### src/pcc_pkg.sv
// Package of constants and carrier types for the card command unit.
// Overview of operation
// - Touch card only during a commanded transfer.
// - Card holds 999 numbered block locations.
// - Blocks 1-499 writable, 500-999 read only.
// - Capacity 4kB to 512kB; stop when full.
// - Code written, then drive reset executes it.
// - 2001 stores differences to bootable block 001.
// - 3yyy stores full parameter set to block.
// - 4yyy stores differences-from-default to block.
// - 5yyy stores onboard program to block.
// - 6yyy loads card block into drive.
// - 7yyy erases one block; 9999 erases card.
// - 8yyy compares parameters, changing nothing.
// - 9555 clears, 9666 sets warning suppression.
// - 9777 clears, 9888 sets read-only flag.
// - Block field is 001 to 999.
// - Read-only flag: only 6yyy and 9777 act.
// - Card removed mid-transfer raises a trip.
// - Activity indication while any transfer runs.
// - Newer versions copy both phase angles always.
// - Older versions skip phase angles in diff.
package pcc_pkg;

  // Register byte addresses on the Avalon-MM slave.
  localparam logic [3:0] PCC_ADDR_CMD    = 4'h0;
  localparam logic [3:0] PCC_ADDR_CTRL   = 4'h4;
  localparam logic [3:0] PCC_ADDR_STATUS = 4'h8;
  localparam logic [3:0] PCC_ADDR_CAP    = 4'hC;

  // Block range limits.
  localparam logic [9:0] PCC_BLK_MIN     = 10'd1;
  localparam logic [9:0] PCC_BLK_RW_MAX  = 10'd499;
  localparam logic [9:0] PCC_BLK_MAX     = 10'd999;
  localparam logic [9:0] PCC_BLK_BOOT    = 10'd1;

  // Special whole codes.
  localparam logic [13:0] PCC_CODE_BOOT  = 14'd2001;
  localparam logic [13:0] PCC_CODE_WCLR  = 14'd9555;
  localparam logic [13:0] PCC_CODE_WSET  = 14'd9666;
  localparam logic [13:0] PCC_CODE_RCLR  = 14'd9777;
  localparam logic [13:0] PCC_CODE_RSET  = 14'd9888;
  localparam logic [13:0] PCC_CODE_ERALL = 14'd9999;
  localparam logic [13:0] PCC_CODE_LIMIT = 14'd9999;

  // Capacity in kilobytes, each kilobyte is 1024 bytes.
  localparam logic [9:0]  PCC_CAP_MIN_KB = 10'd4;
  localparam logic [9:0]  PCC_CAP_MAX_KB = 10'd512;
  localparam logic [19:0] PCC_KB_BYTES   = 20'd1024;

  // Software version thresholds, encoded as xx*10000+yy*100+zz.
  localparam logic [15:0] PCC_VER_PHASE_ALL = 16'd10800;
  localparam logic [15:0] PCC_VER_PHASE_LO  = 16'd10500;
  localparam logic [15:0] PCC_VER_WARN      = 16'd10700;
  localparam logic [15:0] PCC_VER_RESET     = 16'd10800;

  // Status bit positions.
  localparam int PCC_ST_BUSY  = 0;
  localparam int PCC_ST_ERR   = 1;
  localparam int PCC_ST_TRIP  = 2;
  localparam int PCC_ST_CMPNE = 3;
  localparam int PCC_ST_RO    = 4;
  localparam int PCC_ST_WARN  = 5;
  localparam int PCC_ST_FULL  = 6;

  // Control bit positions.
  localparam int PCC_CT_RESET = 0;

  // Activity blink divider: 25 MHz down to about 4 Hz toggles.
  localparam int          PCC_CLK_HZ    = 25000000;
  localparam int          PCC_BLINK_HZ  = 4;
  localparam logic [23:0] PCC_BLINK_CNT =
    24'(PCC_CLK_HZ / PCC_BLINK_HZ - 1);

  // Card operations handed to the card port.
  typedef enum logic [2:0] {
    PCC_OP_NONE, PCC_OP_STORE, PCC_OP_LOAD, PCC_OP_PROG,
    PCC_OP_ERASE, PCC_OP_ERALL, PCC_OP_CMP
  } pcc_op_e;

  // Data kind tagged on a card store.
  typedef enum logic [1:0] {
    PCC_KIND_FULL, PCC_KIND_DIFF, PCC_KIND_PROG
  } pcc_kind_e;

  // Request to the card port.
  typedef struct packed {
    logic      valid;
    pcc_op_e   op;
    pcc_kind_e kind;
    logic      boot;
    logic      withPhase;
    logic [9:0] block;
  } pcc_cardreq_s;

  // Answer from the card port.
  typedef struct packed {
    logic done;
    logic fail;
    logic mismatch;
    logic [19:0] bytesUsed;
  } pcc_cardrsp_s;

endpackage

### src/pcc_command_unit.sv
// Card command decoder executing parameter-card codes at drive reset.
`timescale 1ns/10ps
`default_nettype none
module pcc_command_unit (
  // Clock and reset.
  input  wire  logic                  sys_clk,
  input  wire  logic                  reset_n,
  // Avalon-MM register slave.
  input  wire  logic [3:0]            avs_address,
  input  wire  logic                  avs_read,
  input  wire  logic                  avs_write,
  input  wire  logic [31:0]           avs_writedata,
  input  wire  logic [3:0]            avs_byteenable,
  output logic [31:0]                 avs_readdata,
  output logic                        avs_waitrequest,
  // Drive identity and card presence.
  input  wire  logic [15:0]           swVersion,
  input  wire  logic                  cardPresent,
  input  wire  logic [9:0]            cardCapacityKb,
  // Card port.
  output pcc_pkg::pcc_cardreq_s       cardReq,
  input  wire  pcc_pkg::pcc_cardrsp_s cardRsp,
  // Drive and keypad indications.
  output logic                        driveTrip,
  output logic                        activityBlink
);
  import pcc_pkg::*;

  // Controller states.
  typedef enum logic [2:0] {
    PCC_IDLE, PCC_DECODE, PCC_ISSUE, PCC_WAIT, PCC_FINISH
  } pcc_state_e;

  // Splits a four-digit code into its leading digit.
  function automatic logic [3:0] leadDigit(input logic [13:0] c);
    leadDigit = 4'(c / 14'd1000);
  endfunction

  // Splits a four-digit code into its three-digit block field.
  function automatic logic [9:0] blockField(input logic [13:0] c);
    blockField = 10'(c % 14'd1000);
  endfunction

  pcc_state_e   state;          // Controller state.
  logic [13:0]  cmdParam;       // Card command parameter.
  logic         roFlag;         // Card read-only flag.
  logic         warnFlag;       // Card warning suppression flag.
  logic         errFlag;        // Last command refused or failed.
  logic         tripFlag;       // Card pulled during a transfer.
  logic         cmpMismatch;    // Last compare found a difference.
  logic         fullFlag;       // Card capacity used up.
  logic         ackPending;     // Bus answer due this cycle.
  logic [31:0]  readData;       // Registered read data.
  logic [23:0]  blinkCount;     // Blink divider count.
  logic         blinkPhase;     // Blink square wave.
  pcc_cardreq_s reqReg;         // Held card request.

  // Decoding of the command parameter.
  wire  [3:0]  digit    = leadDigit(cmdParam);
  wire  [9:0]  blk      = blockField(cmdParam);
  wire         blkOk    = (blk >= PCC_BLK_MIN) && (blk <= PCC_BLK_MAX);
  wire         blkRw    = (blk >= PCC_BLK_MIN) && (blk <= PCC_BLK_RW_MAX);
  wire         isBoot   = (cmdParam == PCC_CODE_BOOT);
  wire         isRoClr  = (cmdParam == PCC_CODE_RCLR);
  wire         isRoSet  = (cmdParam == PCC_CODE_RSET);
  wire         isWClr   = (cmdParam == PCC_CODE_WCLR);
  wire         isWSet   = (cmdParam == PCC_CODE_WSET);
  wire         isErAll  = (cmdParam == PCC_CODE_ERALL);
  wire         warnOk   = (swVersion >= PCC_VER_WARN);
  wire         isLoad   = (digit == 4'd6);
  wire         isWriteOp = isBoot || (digit == 4'd3) || (digit == 4'd4) ||
                           (digit == 4'd5) || (digit == 4'd7);
  // While read only, only loads and the read-only clear act.
  wire         roBlocks = roFlag && !(isLoad || isRoClr);
  // Phase angles are copied on full stores from PCC_VER_PHASE_LO, or on all from PCC_VER_PHASE_ALL.
  wire         phaseAll = (swVersion >= PCC_VER_PHASE_ALL);
  wire         phaseOld = (swVersion >= PCC_VER_PHASE_LO);
  wire         capOk    = (cardCapacityKb >= PCC_CAP_MIN_KB) &&
                          (cardCapacityKb <= PCC_CAP_MAX_KB);
  wire  [19:0] capBytes = 20'(cardCapacityKb * PCC_KB_BYTES);
  wire         cardFull = (cardRsp.bytesUsed >= capBytes);

  // Next request built from the decoded code.
  pcc_cardreq_s nextReq;
  logic         nextLegal;
  always_comb begin
    nextReq           = '0;
    nextLegal         = 1'b0;
    nextReq.block     = blk;
    nextReq.withPhase = phaseAll;
    case (digit)
      4'd2: begin
        if (isBoot) begin
          nextReq.op    = PCC_OP_STORE;
          nextReq.kind  = PCC_KIND_DIFF;
          nextReq.boot  = 1'b1;
          nextReq.block = PCC_BLK_BOOT;
          nextReq.withPhase = phaseAll;
          nextLegal     = 1'b1;
        end
      end
      4'd3: begin
        nextReq.op        = PCC_OP_STORE;
        nextReq.kind      = PCC_KIND_FULL;
        nextReq.withPhase = phaseAll || phaseOld;
        nextLegal         = blkRw;
      end
      4'd4: begin
        nextReq.op   = PCC_OP_STORE;
        nextReq.kind = PCC_KIND_DIFF;
        nextReq.withPhase = phaseAll;
        nextLegal    = blkRw;
      end
      4'd5: begin
        nextReq.op   = PCC_OP_PROG;
        nextReq.kind = PCC_KIND_PROG;
        nextLegal    = blkRw;
      end
      4'd6: begin
        nextReq.op = PCC_OP_LOAD;
        nextLegal  = blkOk;
      end
      4'd7: begin
        nextReq.op = PCC_OP_ERASE;
        nextLegal  = blkRw;
      end
      4'd8: begin
        nextReq.op = PCC_OP_CMP;
        nextLegal  = blkOk;
      end
      4'd9: begin
        if (isErAll) begin
          nextReq.op = PCC_OP_ERALL;
          nextLegal  = 1'b1;
        end
      end
      default: begin
        nextLegal = 1'b0;
      end
    endcase
  end

  // Bus decode.
  wire cmdSel  = (avs_address == PCC_ADDR_CMD);
  wire ctrlSel = (avs_address == PCC_ADDR_CTRL);
  wire wrCmd   = avs_write && cmdSel && avs_byteenable[0] &&
                 avs_byteenable[1] && (state == PCC_IDLE);
  wire rstReq  = avs_write && ctrlSel && avs_byteenable[0] &&
                 avs_writedata[PCC_CT_RESET];
  wire busy    = (state == PCC_ISSUE) || (state == PCC_WAIT);
  wire pulled  = busy && !cardPresent;
  wire [31:0] statusWord = {25'h0, fullFlag, warnFlag, roFlag,
                            cmpMismatch, tripFlag, errFlag, busy};
  wire [31:0] nextRead =
    (avs_address == PCC_ADDR_CMD)    ? {18'h0, cmdParam} :
    (avs_address == PCC_ADDR_STATUS) ? statusWord :
    (avs_address == PCC_ADDR_CAP)    ? {22'h0, cardCapacityKb} :
                                       32'h0000_0000;

  // Every access answers one cycle after it is presented.
  assign avs_waitrequest = (avs_read || avs_write) && !ackPending;
  assign avs_readdata    = readData;
  assign driveTrip       = tripFlag;
  assign activityBlink   = busy && blinkPhase;
  // Request goes out only in the issue state with a card in the slot.
  always_comb begin
    cardReq       = reqReg;
    cardReq.valid = (state == PCC_ISSUE) && cardPresent;
  end

  // Bus answer timing and read data register.
  always_ff @(posedge sys_clk or negedge reset_n) begin
    if (!reset_n) begin
      ackPending <= 1'b0;
      readData   <= 32'h0000_0000;
    end else begin
      ackPending <= (avs_read || avs_write) && !ackPending;
      if (avs_read && !ackPending) begin
        readData <= nextRead;
      end
    end
  end

  // Blink divider for the keypad activity indication.
  always_ff @(posedge sys_clk or negedge reset_n) begin
    if (!reset_n) begin
      blinkCount <= 24'h00_0000;
      blinkPhase <= 1'b0;
    end else if (!busy) begin
      blinkCount <= 24'h00_0000;
      blinkPhase <= 1'b1;
    end else if (blinkCount == PCC_BLINK_CNT) begin
      blinkCount <= 24'h00_0000;
      blinkPhase <= !blinkPhase;
    end else begin
      blinkCount <= blinkCount + 24'h00_0001;
    end
  end

  // Command sequencer.  The command is written first and acted on only
  // at a drive reset, so a stray write never starts card traffic.
  always_ff @(posedge sys_clk or negedge reset_n) begin
    if (!reset_n) begin
      state       <= PCC_IDLE;
      cmdParam    <= 14'h0000;
      roFlag      <= 1'b0;
      warnFlag    <= 1'b0;
      errFlag     <= 1'b0;
      tripFlag    <= 1'b0;
      cmpMismatch <= 1'b0;
      fullFlag    <= 1'b0;
      reqReg      <= '0;
    end else begin
      case (state)
        PCC_IDLE: begin
          if (wrCmd && ackPending) begin
            cmdParam <= (avs_writedata[13:0] > PCC_CODE_LIMIT) ?
                        14'h0000 : avs_writedata[13:0];
          end
          if (rstReq && ackPending) begin
            tripFlag <= 1'b0;
            state    <= PCC_DECODE;
          end
        end
        PCC_DECODE: begin
          errFlag <= 1'b0;
          state   <= PCC_FINISH;
          if (cmdParam == 14'h0000) begin
            errFlag <= 1'b0;
          end else if (roBlocks) begin
            errFlag <= 1'b0;
          end else if (isRoClr) begin
            roFlag <= 1'b0;
          end else if (isRoSet) begin
            roFlag <= 1'b1;
          end else if (isWClr || isWSet) begin
            if (warnOk) begin
              warnFlag <= isWSet;
            end else begin
              errFlag <= 1'b1;
            end
          end else if (!nextLegal || !cardPresent || !capOk) begin
            errFlag <= 1'b1;
          end else if (isWriteOp && nextReq.op != PCC_OP_ERASE &&
                       fullFlag) begin
            errFlag <= 1'b1;
          end else begin
            reqReg      <= nextReq;
            cmpMismatch <= 1'b0;
            state       <= PCC_ISSUE;
          end
        end
        PCC_ISSUE: begin
          state <= pulled ? PCC_FINISH : PCC_WAIT;
          if (pulled) begin
            tripFlag <= 1'b1;
            errFlag  <= 1'b1;
          end
        end
        PCC_WAIT: begin
          if (pulled) begin
            tripFlag <= 1'b1;
            errFlag  <= 1'b1;
            state    <= PCC_FINISH;
          end else if (cardRsp.done) begin
            errFlag     <= cardRsp.fail;
            cmpMismatch <= (reqReg.op == PCC_OP_CMP) &&
                           cardRsp.mismatch;
            fullFlag    <= cardFull;
            state       <= PCC_FINISH;
          end
        end
        PCC_FINISH: begin
          cmdParam <= 14'h0000;
          state    <= PCC_IDLE;
        end
        default: begin
          state <= PCC_IDLE;
        end
      endcase
    end
  end

endmodule
`default_nettype wire

### config.mk
export PLATFORM = sky130hd
export DESIGN_NAME = pcc_command_unit
export DESIGN_NICKNAME = d
export VERILOG_FILES = /design/src/pcc_pkg.sv /design/src/pcc_command_unit.sv
export SDC_FILE = /design/constraint.sdc
export NUM_CORES = 1
export LEC_CHECK = 0
export ABC_CLOCK_PERIOD_IN_PS = 5300
export BUFFER_PORTS_ARGS = -buffer_cell sky130_fd_sc_hd__clkbuf_2
export CORE_UTILIZATION = 50
export DETAILED_ROUTE_END_ITERATION = 7
export PLACE_DENSITY = 0.72
export SETUP_SLACK_MARGIN = 0.1
export SLEW_MARGIN = 20
export SYNTH_ARGS = -nofsm -noshare
export SYNTH_HDL_FRONTEND = slang
export SYNTH_SLANG_ARGS = --single-unit
### constraint.sdc
create_clock -name sys_clk -period 5.3 [get_ports sys_clk]
set_input_delay 1.06 -clock sys_clk [delete_from_list [all_inputs] [get_ports sys_clk]]
set_output_delay 1.06 -clock sys_clk [all_outputs]
set_load 0.02 [all_outputs]
Yosys cells after proc, flatten, opt, wreduce, memory -nomap -nowiden

Cells that the tools add are included.

Muxes and demuxes: 58
Equality and inequality tests: 39
$add $sub $neg: 1
Bitwise operators: 8
$lt $le $gt $ge: 10
Divide/modulo/power cells: 2
Reduce and logical (&&, ||, !) cells: 59

Operator list:

| cell                                                     | number |
|---|---|
| == test 14 bit (second input constant)                   | 5 |
| >= comparator 16 x 14 -> 1 bit (second input constant)   | 3 |
| 2-to-1 mux 24 bit                                        | 2 |
| 2-to-1 mux 14 bit                                        | 3 |
| 2-to-1 mux 3 bit                                         | 12 |
| 2-to-1 mux 10 bit                                        | 3 |
| 2-to-1 mux 1 bit                                         | 28 |
| one-hot mux 14 bit (2 select lines)                      | 1 |
| adder 24 x 1 -> 24 bit (second input constant)           | 1 |
| == test 24 x 23 -> 1 bit (second input constant)         | 1 |
| logical AND 1 bit                                        | 21 |
| one-hot mux 3 bit (7 select lines)                       | 1 |
| == test 4 x 3 -> 1 bit (second input constant)           | 5 |
| >= comparator 20 bit                                     | 1 |
| <= comparator 10 bit (second input constant)             | 2 |
| inequality test 2 bit (second input constant)            | 10 |
| == test 4 bit (second input constant)                    | 4 |
| 2-to-1 mux 15 bit                                        | 1 |
| divider 14 x 10 -> 14 bit (second input constant)        | 1 |
| == test 14 x 11 -> 1 bit (second input constant)         | 1 |
| > comparator 14 bit (second input constant)              | 1 |
| zero test 14 bit                                         | 1 |
| remainder unit 14 x 10 -> 14 bit (second input constant) | 1 |
| one-hot mux 3 bit (4 select lines)                       | 1 |
| other kinds (28)                                         | 67 |

Bits of input ports: 94
Flip-flop bits (word level): 98
Word-level logic and storage cells: 194

Depth between registers and ports, before layout

Depth after elaboration: 16
Mapped depth: 18

Least setup slack after synthesis

Ideal clock, no wire load.

Path kind: reg2reg
From: register cmdParam[12]
To: register reqReg (netlist bit cardReq[0])
Setup slack: 0.554 ns
Stages on the path, launching flop included: 19
Period minus slack after synthesis: 4.746 ns
Arrival time: 4.621 ns
Data required time: 5.175 ns
Cell sequence: dfrtp_1 -> buf_6 -> and4_1 -> buf_6 -> xnor2_2 -> nor3_2 -> o21a_1 -> o41a_1 -> o41a_1 -> buf_6 -> a311o_1 -> a2bb2oi_4 -> o211a_1 -> mux2_2 -> a21oi_1 -> o211ai_2 -> nor3_4 -> buf_8 -> mux2_4

Word-level cells in the longest chain between the ends: 10
Elaborated cells on any way between the ends: 54
Classes of those cells: div: 2; order compare: 3; eq/ne: 15; mux: 7; bitwise: 7; reduce/logical: 20

Ends and longest elaborated chain:

| item                                                                      | line                    | text |
|---|---|---|
| start, declared                                                           | pcc_command_unit.sv:45  | `logic [13:0] cmdParam;` |
| start signal, assigned                                                    | pcc_command_unit.sv:217 | `cmdParam <= (avs_writedata[13:0] > PCC_CODE_LIMIT) ?` |
| branches (longest 10 deep; another with remainder unit 14 x 10 -> 14 bit) | --                      |  |
| end signal, assigned                                                      | pcc_command_unit.sv:248 | `reqReg <= nextReq;` |
| end, declared                                                             | pcc_command_unit.sv:56  | `pcc_cardreq_s reqReg;` |

Several ways; the timed one is not identified.
A chain may end at the register's enable or synchronous reset.

Worst setup path after layout

From: register cmdParam[13]
To: register reqReg (netlist bit cardReq[3])

The elaborated chain is that of the path after synthesis.

==> summary.md <==
| Metric | Value |
|---|---|
| Detail Placement HPWL | `12430 um` |
| Slowest cell delay on critical path | `550 ps` |
| Flip-flop and latch area | `2004 um^2` |
| Final weighted congestion in routability-driven placement | `0.8501` |
| Critical path class | `flip-flop to flip-flop` |
| Switch share | `0.2839` |
| Unrepaired setup endpoints after global routing | `true` |
| Die extent in x | `112.1 um` |
| Total number of placement rows | `39` |
| Leading cell type in the layout, fill and taps excluded | `clkbuf_2` |
| F_max | `200.7 MHz` |
| Top FF cell, synth | `dfrtp_1` |
| Worst endpoint data arrival time | `5200 ps` |
| Layout cells sized above 1 | `0.2697` |
| Run status | `finished with violations` |
| Most common cell type on the critical path | `buf_4` |
| Worst hold start | `blinkCount[0]` |
| Min-Delay Path Class | `flip-flop to flip-flop` |
| Violations in the final reports | `design-rule violations` |
| Final number of setup-violating endpoints | `0` |
| Number of H-tree branching levels | `3` |
| Critical-path maximum fanout | `16` |
| Number of nets with antenna violations after routing | `0` |
| Kind of start point of the critical path | `flip-flop` |
| Most frequent cells in the layout | `105 x clkbuf_2, 78 x dfrtp_1, 66 x nand2_1, 62 x nor2_1` |
| Cells along the critical path | `buf_4 -> buf_4 -> xnor2_2 -> nor3_2 -> o21a_1 -> o41a_1 -> o41a_1 -> a311o_1 -> o2bb2ai_1 -> buf_4 -> nor2_1 -> o41ai_1 -> o21ai_0 -> a211oi_2 -> buf_4 -> nor3_4 -> buf_12 -> mux2_4` |
| Iteration-0 DRC count of the detailed router | `440` |
| Max Cap Violations | `0` |
| Clock skew | `7.804 ps` |
| Die Span Y | `112.1 um` |
| CTS sink cnt | `80` |
| Slew @ Worst Pin | `900.1 ps` |
| Internal power consumption | `0.001036 W` |
| Share of Yosys cell area claimed by the top area cell type | `0.3303` |
| Sum of buffers and inverters on the critical path | `5` |
| Vias per cell | `6.072` |
| Remaining design rule violation count | `11` |
| CP Data Required Time | `5520 ps` |
| Filler Cell Count | `1001` |
| Count of antenna diodes in the layout | `0` |
| Static leakage power | `3.315 nW` |
| DR pass1 iterations | `8` |
| Max Buffers Root-to-Sink | `2` |
| Fraction of power consumed by the clock network | `0.403` |
| Cell area power density | `199.8 nW/um^2` |
| Placed cell areas | `6848 um^2` |
| Clock-pin slew of the registers on the worst-case setup and hold paths | `60 ps` |
| Number of antenna violations at the first check in global routing | `0` |
| Seq/Total Area, Yosys | `0.3303` |
| Critical Path Source | `cmdParam[13]` |
| Number of buffers inserted by port buffering | `106` |
| Non-Filler Cell Area, Final | `7242 um^2` |
| Slowest stage cell, crit path | `o41a_1` |
| Share of synthesized registers carrying an async set or reset | `1.000` |
| Total Routed Length | `16670 um` |
| Flop and latch count out of synthesis | `80` |
| Number of hold violations in the final report | `0` |
| Switching power | `0.0004108 W` |
| Total negative setup slack | `0 ps` |
| I/O pin total | `147` |
| Area delta synth->final | `19.49%` |
| Min Clock Period, post-route | `4983 ps` |
| Setup Slack @ Placement | `177.5 ps` |
| Initial core utilization | `0.5219` |
| Fin. max-slew vios | `0` |
| Overall fraction of global-route tracks in use | `0.2678` |
| Count of flip-flops with a built-in enable after synthesis | `0` |
| Post-Synthesis Mean Instance Area | `8.597 um^2` |
| TritonCTS clock tree | `built` |
| Peak VDD IR | `127.4 uV` |
| First-pass GRT wire length | `27300 um` |
| Tot Pwr | `0.001447 W` |
| Proportion of power drawn by flip-flops and latches | `0.446` |
| Kind of cell adding the most delay to the critical path | `compound AO/OA/AOI/OAI gates` |
| Synth Instances | `705` |
| Number of warning messages in the yosys log | `0` |
| Part of the cycle the worst path needs | `0.9402` |
| Final worst slack | `317.1 ps` |
| Vias post-DR | `5957` |
| Distinct cell type count of the synthesized netlist | `85` |
| Vias in the first global route | `5596` |
| Number of buffers created by CTS | `9` |
| Area taken by multi-input logic gates | `3791 um^2` |
| Clock latency on the worst-skew pair | `340 ps` |
| Floorplan Core Area | `11610 um^2` |
| Max transition margin | `0.3953` |
| Final Net Count | `938` |
| Cell type contributing the most total cell area after synthesis | `dfrtp_1` |
| Startpoint of the worst register-to-register path | `cmdParam[13]` |
| Pin count of the biggest net entering global routing | `81` |
| Total die area | `12570 um^2` |
| Combinational group share of total power | `0.151` |
| Clock Tree Root | `clkbuf_16` |
| Wirelength per Cell | `16.99 um` |
| Congestion Overflow GR | `0` |
| Dominant cells by area after synthesis | `dfrtp_1 33%, nand2_1 4.1%, nor2_1 3.9%` |
| Cell Area, Synth | `6061 um^2` |
| Endpoint type of the worst setup path | `flip-flop` |
[Yosys cell counts (all sizes together), types with 3 or more instances]
cell type	number
nor4	15
nand3b	5
nor2b	5
nand2	67
a21o	6
a22oi	11
ha	11
o211a	5
o22ai	3
or4	4
mux2i	10
o21a	8
o31ai	7
inv	26
a21oi	36
buf	31
a31oi	8
and4	4
or3	12
dfrtp	80
o41ai	5
o21ai	49
and2	4
xor2	18
nor3	17
nand3	26
and3	8
nand2b	12
nor2	63
a211oi	8
mux2	25
nor3b	3
a22o	13
o32ai	3
clkbuf	21
o211ai	3
nand4	19
xnor2	17
[power by group through the flow]
stage	Sequential (W)	Combinational [W]	Clock, W
6_report	0.000646	0.000218	0.000583
2_1_floorplan	0.000650	0.000144	0
3_5_place_dp	0.000656	0.000214	0
3_3_place_gp	0.000655	0.000207	0
5_1_grt	0.000649	0.000245	0.000612
4_1_cts	0.000645	0.000215	0.000587
[per-stage QoR]
stage	util	std cells	hold WS [ps]
final	0.6236	981	450.9
after global routing	0.6236	981	488.6
after CTS	0.6133	976	454.5
after detailed placement	0.5896	960	446.2
after global placement	0.5896	960	438.4
after floorplan	-	722	425.1
[final timing paths]
path                                  to  slack, ps  cells past startpoint
min reg2reg                blinkCount[0]        450                      1
max in group asynchronous     cardReq[8]       4040                      1
min in group asynchronous    cmdParam[7]        740                      1
max                           cardReq[3]        320                     18
min                        blinkCount[0]        450                      1
max reg2reg                   cardReq[3]        320                     18
[repair_timing]
action	4_1_cts	5_1_grt
endpoints found under the setup margin	0	21
buffers inserted	0	5
gates resized for setup	0	15
hold buffers	0	0
[flip-flops by register name, indices dropped and copies added, names as in the netlist]
name,count
errFlag,1
blinkPhase,1
avs_readdata,14
state,3
ackPending,1
cardReq,17
cmpMismatch,1
fullFlag,1
driveTrip,1
warnFlag,1
roFlag,1
cmdParam,14
blinkCount,24
[kinds of logic after synthesis]
logic type | Yosys count | synth area share
flip-flops | 80 | 0.3303
adder cells (fa/ha/maj) | 13 | 0.02601
AO/OA/AOI/OAI | 191 | 0.2267
multiplexers | 35 | 0.06668
other | 1 | 0.0006187
buffers and inverters | 78 | 0.06812
AND/OR/NAND/NOR | 272 | 0.2285
XOR/XNOR | 35 | 0.05306
[layout make-up]
cell class              count  area share
clock buffers              11     0.03352
clock inverters             5    0.004492
inverters                  26     0.01348
multi-input cells         564      0.5235
flip-flops and latches     80      0.2768
well taps                 143     0.02471
repair buffers            152      0.1235
[routing by layer]
metal | share of wire | wire [um] | up-vias | global-route usage
met5 | 0 | 0 | - | 0
met4 | 0.022 | 370 | 0 | 0.08178
met3 | 0.066 | 1101 | 32 | 0.04698
met2 | 0.47 | 7764 | 270 | 0.4360
met1 | 0.45 | 7430 | 2833 | 0.3647
li1 | - | - | 2822 | -
No activity file was read; power rests on OpenSTA's default activity.
